**src/pkg/sst_pkg.sv**
```systemverilog
// Operation
// - Single mode end interrupt, continuous buffer-empty interrupt
// - Source select 1 buffer-empty, 0 transfer end
// - Clock select 1 picks second prescaler
// - Only overrun error is detected
// - Words of 7 or 8 bits
// - Serial clock sampled, at most operation clock/6
// - Data phase 1 outputs half cycle earlier
// - Clock phase 1 inverts serial clock
// - MSB or LSB first by configuration
// - Write while buffer full overwrites pending word
// - Change source select before last bit
// - After unit reset, reinitialise, never resume
// - Software sets only own output level bit
// - Software enables own data output pin
// - Start by writing 1 to start bit
package sst_pkg;

	localparam logic [7:0] SST_MODE_OFS = 8'h00;
	localparam logic [7:0] SST_COMM_OFS = 8'h04;
	localparam logic [7:0] SST_DATA_OFS = 8'h08;
	localparam logic [7:0] SST_STAT_OFS = 8'h0c;
	localparam logic [7:0] SST_LEVEL_OFS = 8'h10;
	localparam logic [7:0] SST_OE_OFS = 8'h14;
	localparam logic [7:0] SST_START_OFS = 8'h18;
	localparam logic [7:0] SST_ISTAT_OFS = 8'h1c;
	localparam logic [7:0] SST_IMASK_OFS = 8'h20;

	// Mode register fields
	localparam int SST_MODE_ISRC_BIT = 0;
	localparam int SST_MODE_CKSEL_BIT = 1;
	// Communication setting fields
	localparam int SST_COMM_DAP_BIT = 0;
	localparam int SST_COMM_CKP_BIT = 1;
	localparam int SST_COMM_LSB_BIT = 2;
	localparam int SST_COMM_LEN8_BIT = 3;
	// Status fields
	localparam int SST_STAT_BFF_BIT = 0;
	localparam int SST_STAT_ACT_BIT = 1;
	localparam int SST_STAT_OVF_BIT = 2;
	// Start register fields
	localparam int SST_START_GO_BIT = 0;
	localparam int SST_START_HALT_BIT = 1;
	// Interrupt status fields
	localparam int SST_IRQ_CHAN_BIT = 0;
	localparam int SST_IRQ_OVF_BIT = 1;

	localparam logic [1:0] SST_MODE_RESET = 2'h0;
	localparam logic [3:0] SST_COMM_RESET = 4'h8;
	localparam logic SST_LEVEL_RESET = 1'b1;
	localparam logic [1:0] SST_IMASK_RESET = 2'h0;

	// Prescaler outputs as divisions of hclk
	localparam logic [1:0] SST_PRESC_A_LAST = 2'h1;
	localparam logic [1:0] SST_PRESC_B_LAST = 2'h3;

	// Host serial clock: exactly 6 slowest operation clocks (24 hclk) per period, no margin
	localparam int SST_HCLK_MHZ = 25;
	localparam int SST_SCLK_KHZ = 1000;
	localparam logic [7:0] SST_HALF_CYCLES =
		8'((SST_HCLK_MHZ * 1000) / (2 * SST_SCLK_KHZ) - 1);

endpackage

```
**src/pkg/sst_if.sv**
```systemverilog
`timescale 1ns/1ps
interface sst_if;
	logic sclk;
	logic sdo;
	logic sdo_oe;

	modport dev (
		input sclk,
		output sdo,
		output sdo_oe
	);

	modport host (
		output sclk,
		input sdo,
		input sdo_oe
	);
endinterface

```
**src/verilog/sst_slave_tx.sv**
```systemverilog
`timescale 1ns/1ps
module sst_slave_tx (
	input wire logic hclk,
	input wire logic hresetn,
	input wire logic hsel,
	input wire logic [31:0] haddr,
	input wire logic [1:0] htrans,
	input wire logic hwrite,
	input wire logic [2:0] hsize,
	input wire logic [31:0] hwdata,
	input wire logic hready,
	output logic [31:0] hrdata,
	output logic hreadyout,
	output logic hresp,
	output logic irq,
	sst_if.dev link
);

	logic ap_valid, wr_pend_reg, rd_clr;
	logic [7:0] wr_addr_reg, buf_reg, sh_reg, sh_next;
	logic [31:0] hrdata_reg, rd_word;
	logic [1:0] mode_reg, istat_reg, imask_reg, presc_reg;
	logic [3:0] comm_reg, cnt_reg;
	logic level_reg, oe_reg, run_reg, bff_reg, ovf_reg, irq_reg;
	logic op_tick, sck_s1_reg, sck_s2_reg, sck_smp_reg, sck_eff;
	logic rise, fall, shift_edge, sample_edge;
	logic act_reg, primed_reg, last_reg, so_reg;
	logic load, last_sample, ev_end, ev_empty, ev_chan, ev_ovf;
	logic dap, lsb, len8;

	function automatic logic wr_hit(input logic pend, input logic [7:0] a, input logic [7:0] ofs);
		wr_hit = pend && (a == ofs);
	endfunction

	function automatic logic pick_bit(input logic [7:0] s, input logic lsb_f, input logic l8);
		if (lsb_f) begin
			pick_bit = s[0];
		end else begin
			pick_bit = l8 ? s[7] : s[6];
		end
	endfunction

	assign dap = comm_reg[sst_pkg::SST_COMM_DAP_BIT];
	assign lsb = comm_reg[sst_pkg::SST_COMM_LSB_BIT];
	assign len8 = comm_reg[sst_pkg::SST_COMM_LEN8_BIT];

	////////////////////////////////////////////////////////////////////////
	// Bus slave: zero wait states, writes land in the data phase

	assign ap_valid = hsel && htrans[1] && hready;
	assign rd_clr = ap_valid && !hwrite && (haddr[7:0] == sst_pkg::SST_ISTAT_OFS);

	always_ff @(posedge hclk or negedge hresetn) begin
		if (!hresetn) begin
			wr_pend_reg <= 1'b0;
			wr_addr_reg <= 8'h00;
		end else begin
			wr_pend_reg <= ap_valid && hwrite;
			wr_addr_reg <= haddr[7:0];
		end
	end

	always_comb begin
		rd_word = 32'h0000_0000;
		case (haddr[7:0])
			sst_pkg::SST_MODE_OFS: rd_word = {30'h0, mode_reg};
			sst_pkg::SST_COMM_OFS: rd_word = {28'h0, comm_reg};
			sst_pkg::SST_DATA_OFS: rd_word = {24'h0, buf_reg};
			sst_pkg::SST_STAT_OFS: rd_word = {29'h0, ovf_reg, act_reg, bff_reg};
			sst_pkg::SST_LEVEL_OFS: rd_word = {31'h0, level_reg};
			sst_pkg::SST_OE_OFS: rd_word = {31'h0, oe_reg};
			sst_pkg::SST_ISTAT_OFS: rd_word = {30'h0, istat_reg};
			sst_pkg::SST_IMASK_OFS: rd_word = {30'h0, imask_reg};
			default: rd_word = 32'h0000_0000;
		endcase
	end

	always_ff @(posedge hclk or negedge hresetn) begin
		if (!hresetn) begin
			hrdata_reg <= 32'h0000_0000;
		end else begin
			hrdata_reg <= (ap_valid && !hwrite) ? rd_word : 32'h0000_0000;
		end
	end

	assign hrdata = hrdata_reg;
	assign hreadyout = 1'b1;
	assign hresp = 1'b0;

	////////////////////////////////////////////////////////////////////////
	// Configuration registers

	always_ff @(posedge hclk or negedge hresetn) begin
		if (!hresetn) begin
			mode_reg <= sst_pkg::SST_MODE_RESET;
			comm_reg <= sst_pkg::SST_COMM_RESET;
			level_reg <= sst_pkg::SST_LEVEL_RESET;
			oe_reg <= 1'b0;
			imask_reg <= sst_pkg::SST_IMASK_RESET;
		end else begin
			// Source select may change mid-run; software owns the timing
			if (wr_hit(wr_pend_reg, wr_addr_reg, sst_pkg::SST_MODE_OFS)) begin
				mode_reg <= hwdata[1:0];
			end
			if (wr_hit(wr_pend_reg, wr_addr_reg, sst_pkg::SST_COMM_OFS)) begin
				comm_reg <= hwdata[3:0];
			end
			if (wr_hit(wr_pend_reg, wr_addr_reg, sst_pkg::SST_LEVEL_OFS)) begin
				level_reg <= hwdata[0];
			end
			if (wr_hit(wr_pend_reg, wr_addr_reg, sst_pkg::SST_OE_OFS)) begin
				oe_reg <= hwdata[0];
			end
			if (wr_hit(wr_pend_reg, wr_addr_reg, sst_pkg::SST_IMASK_OFS)) begin
				imask_reg <= hwdata[1:0];
			end
		end
	end

	// Stop also drops the transmit buffer, so a restart needs fresh setup
	always_ff @(posedge hclk or negedge hresetn) begin
		if (!hresetn) begin
			run_reg <= 1'b0;
		end else if (wr_hit(wr_pend_reg, wr_addr_reg, sst_pkg::SST_START_OFS)) begin
			if (hwdata[sst_pkg::SST_START_HALT_BIT]) begin
				run_reg <= 1'b0;
			end else if (hwdata[sst_pkg::SST_START_GO_BIT]) begin
				run_reg <= 1'b1;
			end
		end
	end

	always_ff @(posedge hclk or negedge hresetn) begin
		if (!hresetn) begin
			buf_reg <= 8'h00;
			bff_reg <= 1'b0;
		end else if (wr_hit(wr_pend_reg, wr_addr_reg, sst_pkg::SST_START_OFS) &&
			hwdata[sst_pkg::SST_START_HALT_BIT]) begin
			bff_reg <= 1'b0;
		end else if (wr_hit(wr_pend_reg, wr_addr_reg, sst_pkg::SST_DATA_OFS)) begin
			buf_reg <= hwdata[7:0];
			bff_reg <= 1'b1;
		end else if (load) begin
			bff_reg <= 1'b0;
		end
	end

	////////////////////////////////////////////////////////////////////////
	// Operation clock and serial clock sampling

	always_ff @(posedge hclk or negedge hresetn) begin
		if (!hresetn) begin
			presc_reg <= 2'h0;
		end else begin
			presc_reg <= presc_reg + 2'h1;
		end
	end

	assign op_tick = mode_reg[sst_pkg::SST_MODE_CKSEL_BIT] ?
		(presc_reg == sst_pkg::SST_PRESC_B_LAST) :
		(presc_reg[0] == sst_pkg::SST_PRESC_A_LAST[0]);

	always_ff @(posedge hclk or negedge hresetn) begin
		if (!hresetn) begin
			sck_s1_reg <= 1'b1;
			sck_s2_reg <= 1'b1;
		end else begin
			sck_s1_reg <= link.sclk;
			sck_s2_reg <= sck_s1_reg;
		end
	end

	assign sck_eff = sck_s2_reg ^ comm_reg[sst_pkg::SST_COMM_CKP_BIT];

	// Sampling only on the operation tick limits the usable rate
	always_ff @(posedge hclk or negedge hresetn) begin
		if (!hresetn) begin
			sck_smp_reg <= 1'b1;
		end else if (op_tick) begin
			sck_smp_reg <= sck_eff;
		end
	end

	assign rise = op_tick && !sck_smp_reg && sck_eff;
	assign fall = op_tick && sck_smp_reg && !sck_eff;
	assign shift_edge = dap ? rise : fall;
	assign sample_edge = dap ? fall : rise;

	////////////////////////////////////////////////////////////////////////
	// Shift engine

	assign load = run_reg && !act_reg && bff_reg;
	assign last_sample = sample_edge && (cnt_reg == (len8 ? 4'h7 : 4'h6));
	assign sh_next = lsb ? {1'b0, sh_reg[7:1]} : {sh_reg[6:0], 1'b0};
	assign ev_end = act_reg && ((last_sample && !dap) || (shift_edge && last_reg));
	assign ev_empty = load;
	assign ev_chan = mode_reg[sst_pkg::SST_MODE_ISRC_BIT] ? ev_empty : ev_end;
	assign ev_ovf = run_reg && !act_reg && !load && sample_edge;

	always_ff @(posedge hclk or negedge hresetn) begin
		if (!hresetn) begin
			sh_reg <= 8'h00;
			act_reg <= 1'b0;
			cnt_reg <= 4'h0;
			primed_reg <= 1'b0;
			last_reg <= 1'b0;
			so_reg <= sst_pkg::SST_LEVEL_RESET;
		end else if (!run_reg) begin
			act_reg <= 1'b0;
			so_reg <= level_reg;
		end else if (load) begin
			sh_reg <= buf_reg;
			act_reg <= 1'b1;
			cnt_reg <= 4'h0;
			last_reg <= 1'b0;
			primed_reg <= dap;
			if (dap) begin
				so_reg <= pick_bit(buf_reg, lsb, len8);
			end
		end else if (act_reg) begin
			if (ev_end) begin
				act_reg <= 1'b0;
			end else if (shift_edge) begin
				if (!primed_reg) begin
					so_reg <= pick_bit(sh_reg, lsb, len8);
					primed_reg <= 1'b1;
				end else begin
					sh_reg <= sh_next;
					so_reg <= pick_bit(sh_next, lsb, len8);
				end
			end
			if (sample_edge) begin
				cnt_reg <= cnt_reg + 4'h1;
				if (last_sample) begin
					last_reg <= 1'b1;
				end
			end
		end
	end

	assign link.sdo = so_reg;
	assign link.sdo_oe = oe_reg;

	////////////////////////////////////////////////////////////////////////
	// Error flag and interrupt

	always_ff @(posedge hclk or negedge hresetn) begin
		if (!hresetn) begin
			ovf_reg <= 1'b0;
		end else if (ev_ovf) begin
			ovf_reg <= 1'b1;
		end else if (wr_hit(wr_pend_reg, wr_addr_reg, sst_pkg::SST_STAT_OFS) &&
			hwdata[sst_pkg::SST_STAT_OVF_BIT]) begin
			ovf_reg <= 1'b0;
		end
	end

	// Set beats the read-clear, so no event is lost
	always_ff @(posedge hclk or negedge hresetn) begin
		if (!hresetn) begin
			istat_reg <= 2'h0;
			irq_reg <= 1'b0;
		end else begin
			istat_reg <= (rd_clr ? 2'h0 : istat_reg) | {ev_ovf, ev_chan};
			irq_reg <= |(((rd_clr ? 2'h0 : istat_reg) | {ev_ovf, ev_chan}) & imask_reg);
		end
	end

	assign irq = irq_reg;

endmodule

```
**src/flat_wrapper.sv**
```systemverilog
// flat-port wrapper written by rule: the top's interface ports become plain ports
module sst_slave_tx_flat 
  (hclk, hresetn, hsel, haddr, htrans, hwrite, hsize, hwdata, hready, hrdata, hreadyout, hresp, irq, link_sclk, link_sdo, link_sdo_oe);
  sst_if link_i ();
  input wire logic hclk;
  input wire logic hresetn;
  input wire logic hsel;
  input wire logic [31:0] haddr;
  input wire logic [1:0] htrans;
  input wire logic hwrite;
  input wire logic [2:0] hsize;
  input wire logic [31:0] hwdata;
  input wire logic hready;
  output logic [31:0] hrdata;
  output logic hreadyout;
  output logic hresp;
  output logic irq;
  input wire logic [$bits(link_i.sclk)-1:0] link_sclk;
  output wire logic [$bits(link_i.sdo)-1:0] link_sdo;
  output wire logic [$bits(link_i.sdo_oe)-1:0] link_sdo_oe;
  assign link_i.sclk = link_sclk;
  assign link_sdo = link_i.sdo;
  assign link_sdo_oe = link_i.sdo_oe;
  sst_slave_tx u_core (.hclk(hclk), .hresetn(hresetn), .hsel(hsel), .haddr(haddr), .htrans(htrans), .hwrite(hwrite), .hsize(hsize), .hwdata(hwdata), .hready(hready), .hrdata(hrdata), .hreadyout(hreadyout), .hresp(hresp), .irq(irq), .link(link_i));
endmodule
```
**config.mk**
```make
export PLATFORM = sky130hd
export DESIGN_NAME = sst_slave_tx_flat
export DESIGN_NICKNAME = d
export VERILOG_FILES = /design/src/pkg/sst_pkg.sv /design/src/pkg/sst_if.sv /design/src/verilog/sst_slave_tx.sv /design/src/flat_wrapper.sv
export SDC_FILE = /design/constraint.sdc
export NUM_CORES = 1
export LEC_CHECK = 0
export ABC_AREA = 1
export BUFFER_PORTS_ARGS = -buffer_cell sky130_fd_sc_hd__buf_2
export CORE_MARGIN = 2
export CORE_UTILIZATION = 25
export CTS_CLUSTER_SIZE = 24
export DETAILED_ROUTE_END_ITERATION = 12
export SLEW_MARGIN = 20
export SYNTH_ARGS = -nofsm -noshare
export SYNTH_HDL_FRONTEND = slang
export SYNTH_SLANG_ARGS = --single-unit
export TNS_END_PERCENT = 50
```
**constraint.sdc**
```tcl
create_clock -name hclk -period 2.15 [get_ports hclk]
set_input_delay 0.3225 -clock hclk [delete_from_list [all_inputs] [get_ports hclk]]
set_output_delay 0.3225 -clock hclk [all_outputs]
set_load 0.1 [all_outputs]
```
# [Word-level counts from Yosys, hierarchy flattened]
# Index checks and enable logic that the tools add are counted.
[word_totals] regBits=86 in_bits=75 output_inout_bits=37 word_cells=152
[op_classes] addsub=2 eq_ne=21 mux=49 bitwise_logic=4 n_reduce_logical=52
[op_table] cell="case mux 8 bit (8 select lines)" count=1
[op_table] cell="2-to-1 mux 8 bit" count=7
[op_table] cell="== test 8 x 5 -> 1 bit (second input constant)" count=6
[op_table] cell="2-to-1 mux 1 bit" count=37
[op_table] cell="== test 8 x 4 -> 1 bit (second input constant)" count=4
[op_table] cell="logical AND 1 bit" count=27
[op_table] cell="== test 8 x 3 -> 1 bit (second input constant)" count=2
[op_table] cell="== test 8 x 6 -> 1 bit (second input constant)" count=2
[op_table] cell="logical NOT 8 bit" count=2
[op_table] cell="nonzero test 2 bit" count=7
[op_table] cell="2-to-1 mux 4 bit" count=3
[op_table] cell="AND reduction 4 bit" count=3
[op_table] cell="!= test 3 bit (second input constant)" count=3
[op_table] cell="logical NOT 1 bit" count=6
[op_table] cell="AND reduction 5 bit" count=1
[op_table] cell="adder 4 x 1 -> 4 bit (second input constant)" count=1
[op_table] cell="== test 4 bit" count=1
[op_table] cell="AND reduction 2 bit" count=2
[op_table] cell="!= test 3 x 2 -> 1 bit (second input constant)" count=1
[op_table] cell="AND reduction 3 bit" count=1
[op_table] cell="nonzero test 3 bit" count=1
[op_table] cell="adder 2 x 1 -> 2 bit (second input constant)" count=1
[op_table] cell="AND 2 bit" count=1
[op_table] cell="== test 2 bit (second input constant)" count=1
[op_table] cell="other kinds (7)" count=7

# [Longest topological paths before layout]
[depth] word_depth=13 mapped_depth=12 mapped_depth_nobuf=12

# [Worst setup path after synthesis]
# Ideal clock, no wire load.
[synth_timing] path_kind="register to register" from="reg u_core.presc_reg[0]" to="reg u_core.sh_reg[6]" setup_ps=123 t_arrival_ps=1444 t_required_ps=2027 slack_ps=583 stages_incl_launch_ff=13 path_buffers=1 synth_period_minus_slack_ps=1567 cell_sequence="dfrtp_1 -> ha_1 -> nand2_1 -> nand2_2 -> nand3_2 -> nand2_2 -> nand3_1 -> nand2_2 -> nand2_4 -> nand3_4 -> buf_8 -> nand2_2 -> o21ai_2"
[synth_via] elab_chain_cells=11 elab_cells_between_ends=16 classes_between="eq/ne: 2; mux: 3; reduce/logical: 11"
[synth_lines] item="from (decl)" line_no="sst_slave_tx.sv:22" source="logic [1:0] mode_reg, istat_reg, imask_reg, presc_reg;"
[synth_lines] item="from (signal assigned)" line_no="sst_slave_tx.sv:155" source="presc_reg <= presc_reg + 2'h1;"
[synth_lines] item="== test 2 bit" line_no="sst_slave_tx.sv:160" source="(presc_reg == sst_pkg::SST_PRESC_B_LAST) :"
[synth_lines] item="2-to-1 mux 1 bit *" line_no="sst_slave_tx.sv:159" source="assign op_tick = mode_reg[sst_pkg::SST_MODE_CKSEL_BIT] ?"
[synth_lines] item="logical AND 1 bit (on tied branches) (2 in a row)" line_no="sst_slave_tx.sv:184, sst_slave_tx.sv:185"
[synth_lines] item="2-to-1 mux 1 bit" line_no="sst_slave_tx.sv:187" source="assign sample_edge = dap ? fall : rise;"
[synth_lines] item="logical AND 1 bit" line_no="sst_slave_tx.sv:193" source="assign last_sample = sample_edge && (cnt_reg == (len8 ? 4'h7 : 4'h6));"
[synth_lines] item="logical AND 1 bit" line_no="sst_slave_tx.sv:195" source="assign ev_end = act_reg && ((last_sample && !dap) || (shift_edge && last_reg));"
[synth_lines] item="logical OR 1 bit" line_no="sst_slave_tx.sv:195"
[synth_lines] item="logical AND 1 bit" line_no="sst_slave_tx.sv:195"
[synth_lines] item="!= test 2 bit (no source line)"
[synth_lines] item="AND reduction 5 bit (no source line) *"
[synth_lines] item="to (signal assigned)" line_no="sst_slave_tx.sv:212" source="sh_reg <= buf_reg;"
[synth_lines] item="to (signal assigned)" line_no="sst_slave_tx.sv:228" source="sh_reg <= sh_next;"
[synth_lines] item="to (decl)" line_no="sst_slave_tx.sv:20" source="logic [7:0] wr_addr_reg, buf_reg, sh_reg, sh_next;"
# Every way passes the cells marked *; elsewhere a longest branch is shown, timed or not.
# A chain may end at the register's enable or synchronous reset.

# [Worst setup path in the final report]
[layout_timing] from="reg u_core.wr_addr_reg[1]" to="reg u_core.buf_reg[2]"
[layout_via] elab_chain_cells=5 elab_cells_between_ends=7 classes_between="eq/ne: 2; bitwise: 1; reduce/logical: 4"
[layout_lines] item="from (decl)" line_no="sst_slave_tx.sv:20"
[layout_lines] item="from (signal assigned)" line_no="sst_slave_tx.sv:59" source="wr_addr_reg <= haddr[7:0];"
[layout_lines] item="== test 8 x 5 -> 1 bit" line_no="sst_slave_tx.sv:32" source="wr_hit = pend && (a == ofs);"
[layout_lines] item="logical AND 1 bit" line_no="sst_slave_tx.sv:32"
[layout_lines] item="logical AND 1 bit" line_no="sst_slave_tx.sv:137" source="end else if (wr_hit(wr_pend_reg, wr_addr_reg, sst_pkg::SST_START_OFS) &&"
[layout_lines] item="NOT 1 bit (no source line)"
[layout_lines] item="AND reduction 2 bit (no source line) *"
[layout_lines] item="to (signal assigned)" line_no="sst_slave_tx.sv:141" source="buf_reg <= hwdata[7:0];"
[layout_lines] item="to (decl)" line_no="sst_slave_tx.sv:20"
# Marks and branches as above.

==> results.txt <==
----------------------------------------------------
[Logic synthesis]
  Number of cells produced by synthesis ... 394
  Number of enable-type register cells in the synthesized netlist ... 0
  Biggest area contributors in the synthesized netlist ... dfrtp_1 42%, nand2_1 11%, buf_4 5.9%
  Share of the synthesized area in the top cell type ... 0.422
  Post-synthesis cell type count ... 41
  Post-synthesis instance area ... 3320 µm²
  Proportion of synthesized flip-flops having asynchronous set or reset ... 1.00
  Cell type contributing the most total cell area after synthesis ... dfrtp_1
  Synth Flop Type ... dfrtp_1
  Yosys Warn Count ... 0
  Share of the yosys chip area belonging to registers ... 0.469
  Post-synthesis area per instance ... 8.44 µm²
  Seq cells post-synth ... 62

[Placed design]
  # placed instances ... 598
  Half-perimeter wire length of the detailed placement result ... 5.46 mm
  Final weighted congestion in routability-driven placement ... 0.824
  Number of I/O port buffers ... 33

[Outcome]
  Violations in the final reports ... negative hold slack
  Status ... complete, but fails checks

[Critical path]
  Highest fanout seen on the critical path ... 7
  Cell chain of the critical path ... or2_2 -> nor2_1 -> nand2_1 -> nor2_1 -> inv_1 -> nand2_1 -> o21ai_0
  WP data required ... 2.35 ns
  Type of the setup path with the least slack ... reg -> reg
  Type of origin of the critical path ... flip-flop
  Signal arrival time at the worst endpoint ... 1.99 ns
  Max stage delay cell, worst path ... nor2_1
  Sum of buffers and inverters on the critical path ... 1
  Family of cells with the greatest summed delay on the critical path ... simple AND/OR/NAND/NOR gates
  Critical path endpoint category ... flip-flop
  Slowest cell delay on critical path ... 0.37 ns

[Floorplan]
  Boundary pin count ... 112
  Die width ... 119 µm
  Vertical extent of the die ... 119 µm
  Core Footprint ... 13100 µm²
  Rows ... 42
  Effective utilization at floorplan ... 0.253
  Die outline area ... 14200 µm²

[Final layout]
  Number of fill cells in the layout ... 1415
  Diode insertion count for antenna repair ... 0
  P&R area growth vs syn ... 17.5%
  Layout cells sized above 1 ... 0.219
  Post-layout instance count excluding filler cells ... 614
  Number of nets in the final layout ... 510

[Route]
  Via count ... 2657
  Detailed-route DRC error count ... 0
  Routed length on met2 ... 3.56 mm
  1st-iter DRT viols ... 162
  WL/cell ... 11.8 µm
  Vias per inst ... 4.33
  Routed length on met1 ... 3.25 mm
  Final wirelength ... 7.26 mm
  Number of antenna-violating nets in the routed design ... 0
  Total met3 wirelength after detailed routing ... 308 µm
  Total iterations of the first detailed-routing run ... 5
  Uppermost routed layer ... met4

[Pwr]
  Clk pwr share ... 0.499
  Fraction of power spent switching nets ... 0.270
  Sw Pwr ... 834 µW
  Leakage Power ... 1.93 nW
  Internal cell power ... 2.26 mW
  Proportion of power drawn by flip-flops and latches ... 0.394
  Worst-case vdd ir drop ... 0.000378 V
  Power per cell area ... 791 nW/µm²
  Power share of the combinational group ... 0.107

[GRT]
  Combined global-route utilization of all metal layers ... 0.107
  Leftover overflow at the end of global routing ... 0
  Via count of the first global-routing pass ... 2502
  Maximum number of pins on one net before global-route repair ... 39
  First-pass GRT wire length ... 12.2 mm
  Number of antenna violations at the first check in global routing ... 0

[Clock tree]
  Root cell of the clock tree ... clkbuf_16
  Clock sink total ... 62
  Post_cts resized ... 0
  Number of buffers created by CTS ... 9
  Total number of H-tree levels ... 3
  Clk_lat worst skew ... 0.33 ns
  TritonCTS clock tree ... built
  Bufs on Longest Clock Path ... 2
  Clock-pin slew of the registers on the worst-case setup and hold paths ... 0.05 ns
  Post-CTS Setup Inserts ... 0
  Cts hold-fix bufs ... 0

[STA]
  Achievable frequency ... 559 MHz
  Actual transition at the worst max-transition pin ... 0.580 ns
  Relative slew slack ... 0.613
  Final period utilization ... 0.832
  Setup total negative slack ... 0 ns
  Setup violation total in the final timing report ... 0
  Number of max-slew violations in the final report ... 0
  Post-Route Hold Slack ... -0.00881 ns
  Final number of hold-violating endpoints ... 6
  Setup repair after global routing missed its margin ... false
  Final Skew ... 0.00608 ns
  Post-layout minimum cycle time ... 1.79 ns

[Flow run]
  Number of maximum-capacitance violations ... 0

[Worst hold path]
  Tightest Hold Check Type ... in -> async

----------------------------------------------------
## worst reg2reg max path, delay by kind of cell (launching register included)
| kind | cells | cell delay, ns |
|---|---|---|
| AND/OR/NAND/NOR | 5 | 1.02 |
| buffers and inverters | 1 | 0.23 |
| flip-flops | 1 | 0.35 |
| AO/OA/AOI/OAI | 1 | 0.08 |
## cell type report
type                       instances  area [µm²]  area share
clock buffer                      11         233      0.0596
clock inverter                     5        82.6      0.0211
inverter                          46         175      0.0448
multi-input combinational        277        1430       0.366
sequential                        62        1560       0.399
tap                              176         220      0.0564
timing repair buffer              37         208      0.0532
## cells in the final DEF, fill, tap and decap left out, types with 2 or more instances in the layout
master | Yosys | layout
nand2_2 | 8 | 8
o21ai_0 | 31 | 31
nor3_2 | 6 | 6
o22ai_1 | 4 | 4
dfrtp_1 | 56 | 56
o21ai_2 | 10 | 10
o31ai_1 | 2 | 2
bufinv_16 | 0 | 2
conb_1 | 2 | 26
buf_2 | 3 | 33
nor3_1 | 3 | 3
ha_1 | 2 | 2
a21oi_1 | 11 | 11
clkbuf_1 | 1 | 2
nand3_1 | 21 | 21
o21ai_1 | 2 | 2
nand4_1 | 5 | 5
a31oi_1 | 3 | 3
a21boi_0 | 2 | 2
clkbuf_16 | 0 | 9
nor2_1 | 25 | 25
inv_2 | 3 | 3
nand2_1 | 100 | 100
o211ai_1 | 2 | 2
nand3_4 | 2 | 2
dfstp_2 | 6 | 6
inv_1 | 42 | 42
buf_4 | 26 | 3
## routing by layer
metal | vias to the layer above | track usage
met5 | - | 0
met4 | 0 | 0.0441
met3 | 12 | 0.0220
met2 | 78 | 0.183
met1 | 1274 | 0.131
li1 | 1293 | -
## power groups by stage
| stage | Sequential, mW | Clock [mW] | Combinational, mW |
|---|---|---|---|
| 5_1_grt | 1.22 | 1.64 | 0.352 |
| 4_1_cts | 1.22 | 1.57 | 0.333 |
| 3_3_place_gp | 1.23 | 0 | 0.326 |
| 6_report | 1.22 | 1.54 | 0.331 |
| 3_5_place_dp | 1.24 | 0 | 0.332 |
| 2_1_floorplan | 1.23 | 0 | 0.298 |
## synthesized netlist by cell type (3+ instances only)
cell type  number
nor3_1          3
buf_4          26
buf_2           3
nor3_2          6
o21ai_2        10
nand3_1        21
dfstp_2         6
nand2_2         8
nand4_1         5
inv_1          42
o21ai_0        31
nand2_1       100
nor2_1         25
a21oi_1        11
o22ai_1         4
a31oi_1         3
inv_2           3
dfrtp_1        56
## stage by stage
| step | hold slack (ns) | util | power (mW) | cell area (µm²) | worst slack [ns] |
|---|---|---|---|---|---|
| 2_1_floorplan | 0.0269 | - | 1.53 | 3410 | 0.583 |
| 3_3_place_gp | 0.342 | 0.273 | 1.56 | 3590 | 0.358 |
| 3_5_place_dp | 0.349 | 0.273 | 1.57 | 3590 | 0.262 |
| 4_1_cts | 0.00935 | 0.297 | 3.12 | 3910 | 0.329 |
| 5_1_grt | 0.0300 | 0.297 | 3.21 | 3910 | 0.152 |
| 6_report | -0.00881 | 0.297 | 3.09 | 3910 | 0.360 |
## cell families after synthesis
| kind of cell | Yosys count | share of synthesized area |
|---|---|---|
| AOI/OAI and AO/OA | 70 | 0.133 |
| xor gates and xnor gates | 2 | 0.00527 |
| adders and majority gates | 2 | 0.00753 |
| buffers and inverters | 79 | 0.128 |
| DFF | 62 | 0.469 |
| muxes | 1 | 0.00301 |
| other | 2 | 0.00226 |
| and+or+nand+nor | 176 | 0.252 |
## final timing paths
path | cells after the start | startpoint | to | slack [ns]
worst max-delay path | 7 | u_core.wr_addr_reg[1]$_DFF_PN0_ | u_core.buf_reg[2]$_DFFE_PN0P_ | 0.36
worst min register to register | 0 | u_core.sck_s1_reg$_DFF_PN1_ | u_core.sck_s2_reg$_DFF_PN1_ | 0.36
worst min-delay path | 1 | hresetn | u_core.wr_addr_reg[0]$_DFF_PN0_ | -0.009
max in group asynchronous | 2 | hresetn | u_core.link.sdo$_DFFE_PN1P_ | 1.48
worst max register to register | 7 | u_core.wr_addr_reg[1]$_DFF_PN0_ | u_core.buf_reg[2]$_DFFE_PN0P_ | 0.36
min in group hclk | 1 | link_sclk | u_core.sck_s1_reg$_DFF_PN1_ | 0.09
Power figures use the tool's default switching activity.
